### src/hdl/ltl_defs.svh
/*
  Constants of the light threshold register bank: register offsets,
  field positions, reset values and lux scaling figures.
  Assumes inclusion by bare name from the package and the modules.
*/
`ifndef LTL_DEFS_SVH
`define LTL_DEFS_SVH

`define LTL_LOWER_OFS 8'h02
`define LTL_UPPER_OFS 8'h03
`define LTL_MAKER_OFS 8'h7e
`define LTL_PART_OFS 8'h7f

`define LTL_LOWER_RST 16'h0000
`define LTL_UPPER_RST 16'hbfff

`define LTL_EXP_MSB 15
`define LTL_EXP_LSB 12
`define LTL_MANT_MSB 11
`define LTL_MANT_LSB 0

// internal lux unit is 0.01 lux, so one mantissa step at exponent 0
`define LTL_LUX_W 27
`define LTL_FULL_SCALE_TOP 27'h7ff800

`define LTL_UNMAPPED_READ 16'h0000

`endif

### src/hdl/ltl_pkg.sv
/*
  Types and shared functions of the light threshold register bank.
  Assumes ltl_defs.svh is reachable on the include path.
*/
`include "ltl_defs.svh"

package ltl_pkg;

  typedef enum logic [2:0] {
    LTL_ST_IDLE = 3'b000,
    LTL_ST_ADDR = 3'b001,
    LTL_ST_RX = 3'b010,
    LTL_ST_ACK = 3'b011,
    LTL_ST_RD = 3'b100,
    LTL_ST_MACK = 3'b101
  } ltl_state_t;

  typedef struct packed {
    logic scl_m;
    logic scl_s;
    logic scl_d;
    logic sda_m;
    logic sda_s;
    logic sda_d;
    ltl_state_t st;
    logic [2:0] cnt;
    logic [7:0] sh;
    logic rw;
    logic got_ptr;
    logic hi;
    logic rd_lo;
    logic ackd;
    logic oe;
    logic [7:0] ptr;
    logic [7:0] hold;
    logic [15:0] rdata;
    logic [15:0] lower;
    logic [15:0] upper;
  } ltl_bus_state_t;

  typedef struct packed {
    logic [3:0] cnt_lo;
    logic [3:0] cnt_hi;
    logic flag_lo;
    logic flag_hi;
  } ltl_cmp_state_t;

  // threshold or result word to a common scale in 0.01 lux steps
  function automatic logic [`LTL_LUX_W-1:0] ltl_lux_f(input logic [15:0] v);
    logic [`LTL_LUX_W-1:0] m;
    m = `LTL_LUX_W'(v[`LTL_MANT_MSB:`LTL_MANT_LSB]);
    return m << v[`LTL_EXP_MSB:`LTL_EXP_LSB];
  endfunction : ltl_lux_f

  // fault count code to consecutive conversions needed: 1, 2, 4, 8
  function automatic logic [3:0] ltl_need_f(input logic [1:0] fc);
    return 4'h1 << fc;
  endfunction : ltl_need_f

endpackage : ltl_pkg

### src/hdl/ltl_cmp_if.sv
/*
  Carrier between the register bank and its limit comparator.
  Assumes both ends run on the same system clock.
*/
`timescale 1ns/1ns

interface ltl_cmp_if;
  logic [15:0] lower;
  logic [15:0] upper;
  logic [15:0] result;
  logic result_valid;
  logic [1:0] fault_count;
  logic below_flag;
  logic above_flag;

  modport regs (
    output lower,
    output upper,
    output result,
    output result_valid,
    output fault_count,
    input below_flag,
    input above_flag
  );

  modport cmp (
    input lower,
    input upper,
    input result,
    input result_valid,
    input fault_count,
    output below_flag,
    output above_flag
  );
endinterface : ltl_cmp_if

### src/hdl/ltl_cmp.sv
/*
  Limit comparator: scales result and both limits to lux, counts
  consecutive out-of-limit conversions and raises the flags.
  Assumes result words arrive with a one-cycle valid on clk_sys_i.
*/
`timescale 1ns/1ns
`include "ltl_defs.svh"

module ltl_cmp
  import ltl_pkg::*;
#(
  parameter int MANT_W = 12,
  parameter int EXP_W = 4
)
(
  input wire logic clk_sys_i,
  input wire logic rst_n_i,
  ltl_cmp_if.cmp cif
);

  if (MANT_W + EXP_W != 16 || EXP_W != 4)
  begin : g_bad_width
    $error("ltl_cmp serves only a 4-bit exponent and 12-bit mantissa");
  end

  ltl_cmp_state_t s_reg;
  ltl_cmp_state_t s_next;
  logic below;
  logic above;
  logic [3:0] need;

  always_comb
  begin
    s_next = s_reg;
    // result exponent is used unmasked here, masking is a read-back matter
    below = ltl_lux_f(cif.result) < ltl_lux_f(cif.lower);
    above = ltl_lux_f(cif.result) > ltl_lux_f(cif.upper);
    need = ltl_need_f(cif.fault_count);
    if (cif.result_valid)
    begin
      if (below)
      begin
        if (s_reg.cnt_lo < need)
          s_next.cnt_lo = 4'(s_reg.cnt_lo + 4'h1);
        if (4'(s_reg.cnt_lo + 4'h1) >= need)
          s_next.flag_lo = 1'b1;
      end
      else
      begin
        s_next.cnt_lo = 4'h0;
        s_next.flag_lo = 1'b0;
      end
      if (above)
      begin
        if (s_reg.cnt_hi < need)
          s_next.cnt_hi = 4'(s_reg.cnt_hi + 4'h1);
        if (4'(s_reg.cnt_hi + 4'h1) >= need)
          s_next.flag_hi = 1'b1;
      end
      else
      begin
        s_next.cnt_hi = 4'h0;
        s_next.flag_hi = 1'b0;
      end
    end
  end

  always_ff @(posedge clk_sys_i)
  begin
    if (!rst_n_i)
      s_reg <= '0;
    else
      s_reg <= s_next;
  end

  assign cif.below_flag = s_reg.flag_lo;
  assign cif.above_flag = s_reg.flag_hi;

  chk_low_flag_set: assert property (
    @(posedge clk_sys_i) disable iff (!rst_n_i)
    cif.result_valid && below && (4'(s_reg.cnt_lo + 4'h1) >= need)
    |=> cif.below_flag)
    else $error("below flag not set after enough low conversions");

  chk_one_fault_code: assert property (
    @(posedge clk_sys_i) disable iff (!rst_n_i)
    cif.result_valid && above && cif.fault_count == 2'b00
    |=> cif.above_flag)
    else $error("code 00 did not flag on the first high conversion");

  chk_two_fault_wait: assert property (
    @(posedge clk_sys_i) disable iff (!rst_n_i)
    cif.result_valid && below && cif.fault_count == 2'b01 &&
    s_reg.cnt_lo == 4'h0 && !cif.below_flag
    |=> !cif.below_flag)
    else $error("code 01 flagged after a single low conversion");

  chk_inside_clears: assert property (
    @(posedge clk_sys_i) disable iff (!rst_n_i)
    cif.result_valid && !below && !above
    |=> !cif.below_flag && !cif.above_flag)
    else $error("flag stayed up after an in-limit conversion");

  chk_full_scale: assert property (
    @(posedge clk_sys_i) disable iff (!rst_n_i)
    cif.upper == 16'hbfff |-> ltl_lux_f(cif.upper) == `LTL_FULL_SCALE_TOP)
    else $error("top exponent does not reach full scale");

  cov_low_flag: cover property (
    @(posedge clk_sys_i) disable iff (!rst_n_i) $rose(cif.below_flag));

  cov_high_flag: cover property (
    @(posedge clk_sys_i) disable iff (!rst_n_i) $rose(cif.above_flag));

endmodule : ltl_cmp

### src/hdl/ltl_regs.sv
/*
  Light threshold register bank behind a two-wire serial slave:
  lower and upper lux limits, maker and part identity words, and the
  limit comparator that drives the below and above flags.
  Assumes scl_i and sda_i come from pins outside clk_sys_i's domain,
  a bus clock well below a quarter of clk_sys_i, and an external
  open-drain pad that pulls sda low while sda_oe_o is high.
*/
`timescale 1ns/1ns
`include "ltl_defs.svh"

//Operation
// - lower limit is 16-bit read/write: exponent 15:12, mantissa 11:0
// - limit value in lux is 0.01 times two to exponent times mantissa
// - exponents 0 to 11 double the full scale, 40.95 up to 83865.60 lux
// - result and limits are compared on a common lux scale
// - comparison uses the true result exponent, never the masked one
// - lower limit lives at offset 02h and resets to zero
// - upper limit lives at offset 03h and resets to bfffh
// - lower limit is the threshold behind the below flag, upper limit behind the above flag
// - read-only maker identity word at offset 7eh
// - read-only part identity word at offset 7fh
// - below flag sets after enough consecutive conversions under limit
// - 2-bit fault count picks 1, 2, 4 or 8 conversions
module ltl_regs
  import ltl_pkg::*;
#(
  parameter logic [6:0] DEV_ADDR = 7'h2a,
  // identity values are arbitrary
  parameter logic [15:0] MAKER_CODE = 16'h1a2b,
  parameter logic [15:0] PART_CODE = 16'h0c0d
)
(
  input wire logic clk_sys_i,
  input wire logic rst_n_i,
  input wire logic scl_i,
  input wire logic sda_i,
  output logic sda_o,
  output logic sda_oe_o,
  input wire logic [15:0] result_i,
  input wire logic result_valid_i,
  input wire logic [1:0] consecutive_fault_count_i,
  output logic below_limit_flag_o,
  output logic above_limit_flag_o
);

  if (DEV_ADDR == 7'h00 || DEV_ADDR[6:3] == 4'hf)
  begin : g_bad_addr
    $error("ltl_regs bus address falls in a reserved block");
  end

  localparam ltl_bus_state_t RESET_STATE = '{
    st: LTL_ST_IDLE,
    scl_m: 1'b1, scl_s: 1'b1, scl_d: 1'b1,
    sda_m: 1'b1, sda_s: 1'b1, sda_d: 1'b1,
    lower: `LTL_LOWER_RST,
    upper: `LTL_UPPER_RST,
    default: '0
  };

  ltl_bus_state_t s_reg;
  ltl_bus_state_t s_next;
  logic rise;
  logic fall;
  logic start;
  logic stop;
  logic [7:0] rx_byte;
  logic [15:0] rd_word;
  logic wr_commit;
  logic [15:0] wr_word;

  ltl_cmp_if cif ();

  always_comb
  begin
    s_next = s_reg;
    wr_commit = 1'b0;
    wr_word = {s_reg.hold, s_reg.sh[6:0], s_reg.sda_s};
    rx_byte = {s_reg.sh[6:0], s_reg.sda_s};
    // the first stages only feed the second stages
    s_next.scl_m = scl_i;
    s_next.scl_s = s_reg.scl_m;
    s_next.scl_d = s_reg.scl_s;
    s_next.sda_m = sda_i;
    s_next.sda_s = s_reg.sda_m;
    s_next.sda_d = s_reg.sda_s;
    rise = !s_reg.scl_d && s_reg.scl_s;
    fall = s_reg.scl_d && !s_reg.scl_s;
    start = s_reg.scl_s && s_reg.sda_d && !s_reg.sda_s;
    stop = s_reg.scl_s && !s_reg.sda_d && s_reg.sda_s;
    case (s_reg.ptr)
      `LTL_LOWER_OFS: rd_word = s_reg.lower;
      `LTL_UPPER_OFS: rd_word = s_reg.upper;
      `LTL_MAKER_OFS: rd_word = MAKER_CODE;
      `LTL_PART_OFS: rd_word = PART_CODE;
      default: rd_word = `LTL_UNMAPPED_READ;
    endcase
    if (start)
    begin
      s_next.st = LTL_ST_ADDR;
      s_next.cnt = 3'h0;
      s_next.oe = 1'b0;
      s_next.got_ptr = 1'b0;
      s_next.hi = 1'b0;
    end
    else if (stop)
    begin
      s_next.st = LTL_ST_IDLE;
      s_next.oe = 1'b0;
    end
    else
    begin
      case (s_reg.st)
        LTL_ST_IDLE: ;
        LTL_ST_ADDR:
          if (rise)
          begin
            s_next.sh = rx_byte;
            s_next.cnt = 3'(s_reg.cnt + 3'h1);
            if (s_reg.cnt == 3'h7)
            begin
              s_next.rw = s_reg.sda_s;
              s_next.ackd = 1'b0;
              s_next.st = (s_reg.sh[6:0] == DEV_ADDR) ? LTL_ST_ACK
                                                       : LTL_ST_IDLE;
            end
          end
        LTL_ST_ACK:
          if (fall)
          begin
            if (!s_reg.ackd)
            begin
              s_next.oe = 1'b1;
              s_next.ackd = 1'b1;
            end
            else
            begin
              s_next.ackd = 1'b0;
              s_next.cnt = 3'h0;
              if (s_reg.rw)
              begin
                s_next.rdata = rd_word;
                s_next.oe = ~rd_word[15];
                s_next.rd_lo = 1'b0;
                s_next.st = LTL_ST_RD;
              end
              else
              begin
                s_next.oe = 1'b0;
                s_next.st = LTL_ST_RX;
              end
            end
          end
        LTL_ST_RX:
          if (rise)
          begin
            s_next.sh = rx_byte;
            s_next.cnt = 3'(s_reg.cnt + 3'h1);
            if (s_reg.cnt == 3'h7)
            begin
              s_next.st = LTL_ST_ACK;
              s_next.ackd = 1'b0;
              if (!s_reg.got_ptr)
              begin
                s_next.ptr = rx_byte;
                s_next.got_ptr = 1'b1;
                s_next.hi = 1'b0;
              end
              else if (!s_reg.hi)
              begin
                s_next.hold = rx_byte;
                s_next.hi = 1'b1;
              end
              else
              begin
                s_next.hi = 1'b0;
                wr_commit = 1'b1;
              end
            end
          end
        LTL_ST_RD:
          if (fall)
          begin
            s_next.cnt = 3'(s_reg.cnt + 3'h1);
            s_next.rdata = {s_reg.rdata[14:0], 1'b0};
            if (s_reg.cnt == 3'h7)
            begin
              s_next.oe = 1'b0;
              s_next.ackd = 1'b0;
              s_next.st = LTL_ST_MACK;
            end
            else
              s_next.oe = ~s_reg.rdata[14];
          end
        LTL_ST_MACK:
          if (rise)
          begin
            if (s_reg.sda_s)
              s_next.st = LTL_ST_IDLE;
            else
              s_next.ackd = 1'b1;
          end
          else if (fall && s_reg.ackd)
          begin
            s_next.cnt = 3'h0;
            s_next.st = LTL_ST_RD;
            s_next.rd_lo = ~s_reg.rd_lo;
            // after the low byte the same word is sent again
            if (s_reg.rd_lo)
            begin
              s_next.rdata = rd_word;
              s_next.oe = ~rd_word[15];
            end
            else
              s_next.oe = ~s_reg.rdata[15];
          end
        default: s_next.st = LTL_ST_IDLE;
      endcase
    end
    // identity and unmapped words have no storage, so writes vanish
    if (wr_commit)
    begin
      case (s_reg.ptr)
        `LTL_LOWER_OFS: s_next.lower = wr_word;
        `LTL_UPPER_OFS: s_next.upper = wr_word;
        default: ;
      endcase
    end
  end

  always_ff @(posedge clk_sys_i)
  begin
    if (!rst_n_i)
      s_reg <= RESET_STATE;
    else
      s_reg <= s_next;
  end

  assign sda_o = 1'b0;
  assign sda_oe_o = s_reg.oe;
  assign cif.lower = s_reg.lower;
  assign cif.upper = s_reg.upper;
  assign cif.result = result_i;
  assign cif.result_valid = result_valid_i;
  assign cif.fault_count = consecutive_fault_count_i;
  assign below_limit_flag_o = cif.below_flag;
  assign above_limit_flag_o = cif.above_flag;

  ltl_cmp #(
    .MANT_W(12),
    .EXP_W(4)
  ) u_cmp (
    .clk_sys_i(clk_sys_i),
    .rst_n_i(rst_n_i),
    .cif(cif.cmp)
  );

  chk_limit_reset: assert property (
    @(posedge clk_sys_i) disable iff (!rst_n_i)
    $rose(rst_n_i) |-> s_reg.lower == 16'h0000 && s_reg.upper == 16'hbfff)
    else $error("limits not at reset values after reset");

  chk_lower_write: assert property (
    @(posedge clk_sys_i) disable iff (!rst_n_i)
    wr_commit && s_reg.ptr == 8'h02 |=> s_reg.lower == $past(wr_word))
    else $error("lower limit did not take the written word");

  chk_upper_write: assert property (
    @(posedge clk_sys_i) disable iff (!rst_n_i)
    wr_commit && s_reg.ptr == 8'h03 |=> s_reg.upper == $past(wr_word))
    else $error("upper limit did not take the written word");

  chk_id_write_void: assert property (
    @(posedge clk_sys_i) disable iff (!rst_n_i)
    wr_commit && s_reg.ptr[7:1] == 7'h3f
    |=> $stable(s_reg.lower) && $stable(s_reg.upper))
    else $error("identity write disturbed a limit");

  chk_maker_read: assert property (
    @(posedge clk_sys_i) disable iff (!rst_n_i)
    s_reg.st == LTL_ST_RD && $past(s_reg.st) == LTL_ST_ACK &&
    s_reg.ptr == 8'h7e |-> s_reg.rdata == MAKER_CODE)
    else $error("maker identity read back wrong");

  chk_part_read: assert property (
    @(posedge clk_sys_i) disable iff (!rst_n_i)
    s_reg.st == LTL_ST_RD && $past(s_reg.st) == LTL_ST_ACK &&
    s_reg.ptr == 8'h7f |-> s_reg.rdata == PART_CODE)
    else $error("part identity read back wrong");

  chk_stop_release: assert property (
    @(posedge clk_sys_i) disable iff (!rst_n_i)
    stop && !start |=> !sda_oe_o ##1 !sda_oe_o)
    else $error("data line still held after a stop");

  cov_lower_write: cover property (
    @(posedge clk_sys_i) disable iff (!rst_n_i)
    wr_commit && s_reg.ptr == 8'h02);

  cov_maker_read: cover property (
    @(posedge clk_sys_i) disable iff (!rst_n_i)
    s_reg.st == LTL_ST_MACK && s_reg.ptr == 8'h7e && s_reg.rd_lo);

endmodule : ltl_regs

### config.mk
export PLATFORM = sky130hd
export DESIGN_NAME = ltl_regs
export DESIGN_NICKNAME = d
export VERILOG_FILES = /design/src/hdl/ltl_pkg.sv /design/src/hdl/ltl_cmp_if.sv /design/src/hdl/ltl_cmp.sv /design/src/hdl/ltl_regs.sv
export VERILOG_INCLUDE_DIRS = /design/src /design/src/hdl
export SDC_FILE = /design/constraint.sdc
export NUM_CORES = 1
export LEC_CHECK = 0
export ABC_AREA = 1
export BUFFER_PORTS_ARGS = -buffer_cell sky130_fd_sc_hd__buf_2
export CAP_MARGIN = 0
export CORE_ASPECT_RATIO = 1.25
export CORE_MARGIN = 2
export CORE_UTILIZATION = 50
export DETAILED_ROUTE_END_ITERATION = 12
export PLACE_DENSITY = 0.75
export SLEW_MARGIN = 20
export SYNTH_ARGS = -nofsm -noshare
export SYNTH_HDL_FRONTEND = slang
export SYNTH_SLANG_ARGS = --single-unit
### constraint.sdc
create_clock -name clk_sys_i -period 3 [get_ports clk_sys_i]
set_input_delay 0.45 -clock clk_sys_i [delete_from_list [all_inputs] [get_ports clk_sys_i]]
set_output_delay 0.45 -clock clk_sys_i [all_outputs]
set_load 0.02 [all_outputs]
==> impl_metrics.py <==
metrics = {
    "outcome": {
        "outcome": "completed",
    },
    "placed_design": {
        "hpwl_mm": 17.1,
        "portBuffers": 25,
        "gp_congestion": 0.945,
        "postPlaceCellArea_sq_mm": 0.00840,
        "placed_cells": 1420,
        "pre_cts_slack_ps": -197,
    },
    "sta": {
        "fin_tns_setup_ps": 0,
        "tightest_slew_ps": 666,
        "maxSlewViolCount": 0,
        "period_needed_ps": 2810,
        "finalHoldViolCount": 0,
        "timing.final.ws_setup_ps": 188,
        "fmax_mhz": 356,
        "min_period_over_period_pct": 93.7,
        "fin_skew_ps": 12.5,
        "slew-limit-headroom_pct": 55.2,
        "setup_viol": 0,
    },
    "synth": {
        "yosysSeqAreaShare_pct": 25.3,
        "synth_top_area_share_pct": 25.3,
        "avgSynthCellArea_sq_um": 6.63,
        "synth_mux_area_share_pct": 1.79,
        "synth_fp_nets": 1276,
        "synth_common_cells": "nand2_1, o21ai_0, inv_1",
        "synth_compound_area_share_pct": 25.5,
        "syn_area_sq_mm": 0.00783,
        "synth_warnings": 0,
        "syn_inst": 1182,
        "yosysMostFrequentCell": "nand2_1",
        "synthArstFlopShare_pct": 0,
        "synthAdderAreaFrac_pct": 11.3,
        "yosys-top-cells-area": "dfxtp_1, nand2_1, ha_1",
        "synth.distinct_cells": 50,
        "synth-xor-area-share_pct": 0.447,
        "synth_largest_area_cell": "dfxtp_1",
        "synth_flop_cell": "dfxtp_1",
        "synth_edf_count": 0,
        "synth-simple-area-share_pct": 25.8,
        "ys_ff_latch": 99,
        "synth_top_family_by_area": "simple AND/OR/NAND/NOR gates",
    },
    "worst_hold_path": {
        "hold_class": "in2reg",
    },
    "route": {
        "drt_iter0_drc": 631,
        "antenna_left": 0,
        "vias": 8022,
        "vias_per_cell": 5.57,
        "dr.pass1.iters": 6,
        "wl_per_cell_um": 15.4,
        "drc": 0,
        "totalWireLength_mm": 22.2,
    },
    "die": {
        "die_height_um": 144,
        "dieArea_sq_mm": 0.0167,
        "core_sq_mm": 0.0154,
        "fp.dieW_um": 116,
        "rows": 51,
        "pin_count": 27,
        "start_util_pct": 50.7,
    },
    "job": {
        "drv_cap": 0,
    },
    "power": {
        "p_leak_nw": 4.02,
        "max-vdd-ir-drop_mv": 0.487,
        "powerDensity_mw_per_mm2": 433,
    },
    "setup_path": {
        "cp-start-kind": "register",
        "cp_max_fo": 7,
        "critical_path_arrival_ps": 3100,
        "cp-end-kind": "register",
        "criticalPathCategory": "reg2reg",
        "required_ps": 3290,
    },
    "clocking": {
        "tritoncts": "built",
        "ctsHoldBuffers": 0,
        "cts_inserted_buffers": 9,
        "clk_path_buf_depth": 2,
        "cts.sinks": 99,
        "clkLatencyLatePin_ps": 360,
        "cts_root_buffer": "clkbuf_16",
        "htreeDepth": 3,
        "path_clk_slew_ps": 70,
    },
    "cells_and_area": {
        "fin_cells": 1440,
        "largest_register_ffs": 45,
        "diodes": 0,
        "layout.nets": 1317,
        "drive_gt1_share_pct": 16.7,
        "final_cell_area_sq_mm": 0.00894,
        "area_growth_pct": 14.1,
    },
    "grt": {
        "grt_pass1_wl_mm": 35.6,
        "antenna_found_initial": 0,
        "grt_max_degree": 48,
        "track_usage_pct": 27.1,
        "grt_overflow": 0,
        "grt_pass1_vias": 7547,
    },
}
repair_timing:
action	CTS	global route
setup endpoints to repair	7	10
pin swaps	0	24
cloned	0	1
resized for setup	4	100
buffers inserted	0	3
final timing paths:
check	from	to	slack, ps	cells past startpoint
worst min register to register	s_next[85]	rx_byte[0]	420	1
worst max register to register	cif.lower[12]	u_cmp.s_reg[9]	190	19
worst min-delay path	sda_i	s_next[85]	280	2
worst max-delay path	cif.lower[12]	u_cmp.s_reg[9]	190	19
cell type report:
cell class | instances | area (sq um)
inverters | 132 | 503
clock buffers | 9 | 225
flip-flops and latches | 99 | 1990
clock inverters | 7 | 81.3
multi-input cells | 894 | 5260
repair buffers | 87 | 616
fillers | 1498 | 6500
well taps | 212 | 265
cells by family after synthesis:
family | count (synthesis)
and+or+nand+nor | 461
AOI/OAI and AO/OA | 343
buffers and inverters | 189
DFF | 99
adders and majority gates | 71
muxes | 14
xor gates and xnor gates | 4
other | 1
metal layers:
metal | vias to the layer above | wire length, um | global-route usage (%)
met5 | - | 0 | 0
met1 | 3609 | 9110 | 30.9
met2 | 211 | 11000 | 48.4
met3 | 81 | 678 | 2.61
li1 | 4121 | - | -
met4 | 0 | 1360 | 16.5
power by group:
part / switching [mW] / total [mW] / leakage [nW] / internal (mW)
registers: 0.0792 / 1.51 / 0.800 / 1.43
logic: 0.752 / 1.16 / 3.06 / 0.408
clock network: 0.540 / 1.20 / 0.152 / 0.660
total: 1.37 / 3.87 / 4.02 / 2.50
per-stage QoR:
stage,hold WS (ps),power [mW],util [%]
after floorplan,393,2.38,-
after global placement,398,2.64,54.4
after detailed placement,403,2.66,54.4
after CTS,268,3.86,56.4
after global routing,273,4.13,57.9
final,277,3.87,57.9
layout by cell type (no fill, tap or decap), drive strengths merged:
cell type,instances
or3,1
xnor2,2
o211ai,17
o21a,1
clkbuf,9
o211a,1
nand3b,1
a31oi,7
o221ai,6
o22ai,8
nand3,61
a311oi,1
buf,87
bufinv,1
ha,71
conb,1
clkinv,5
a221oi,2
o21bai,4
o2bb2ai,1
inv,133
nor4,7
a211oi,33
a21boi,1
o21ai,156
xor2,2
mux2i,14
nor2,83
nand4,11
a21oi,105
dfxtp,99
or2,11
and3,1
nor3,19
nand2,266
worst max-delay path, cell delays in order (launching register included):
cell	delay [ps]
dfxtp_2	350
buf_4	140
nand2_1	50
o21ai_1	120
nand2_1	70
o21ai_1	110
inv_1	90
o21ai_2	150
nand2_1	80
o21ai_2	100
ha_1	280
a21oi_2	120
nor2_1	60
a211oi_2	220
o221ai_2	150
a21oi_2	190
nand2_2	90
nor2_4	170
nand2_1	90
a21oi_2	110
Note: power is estimated with default switching activity, not from simulation.
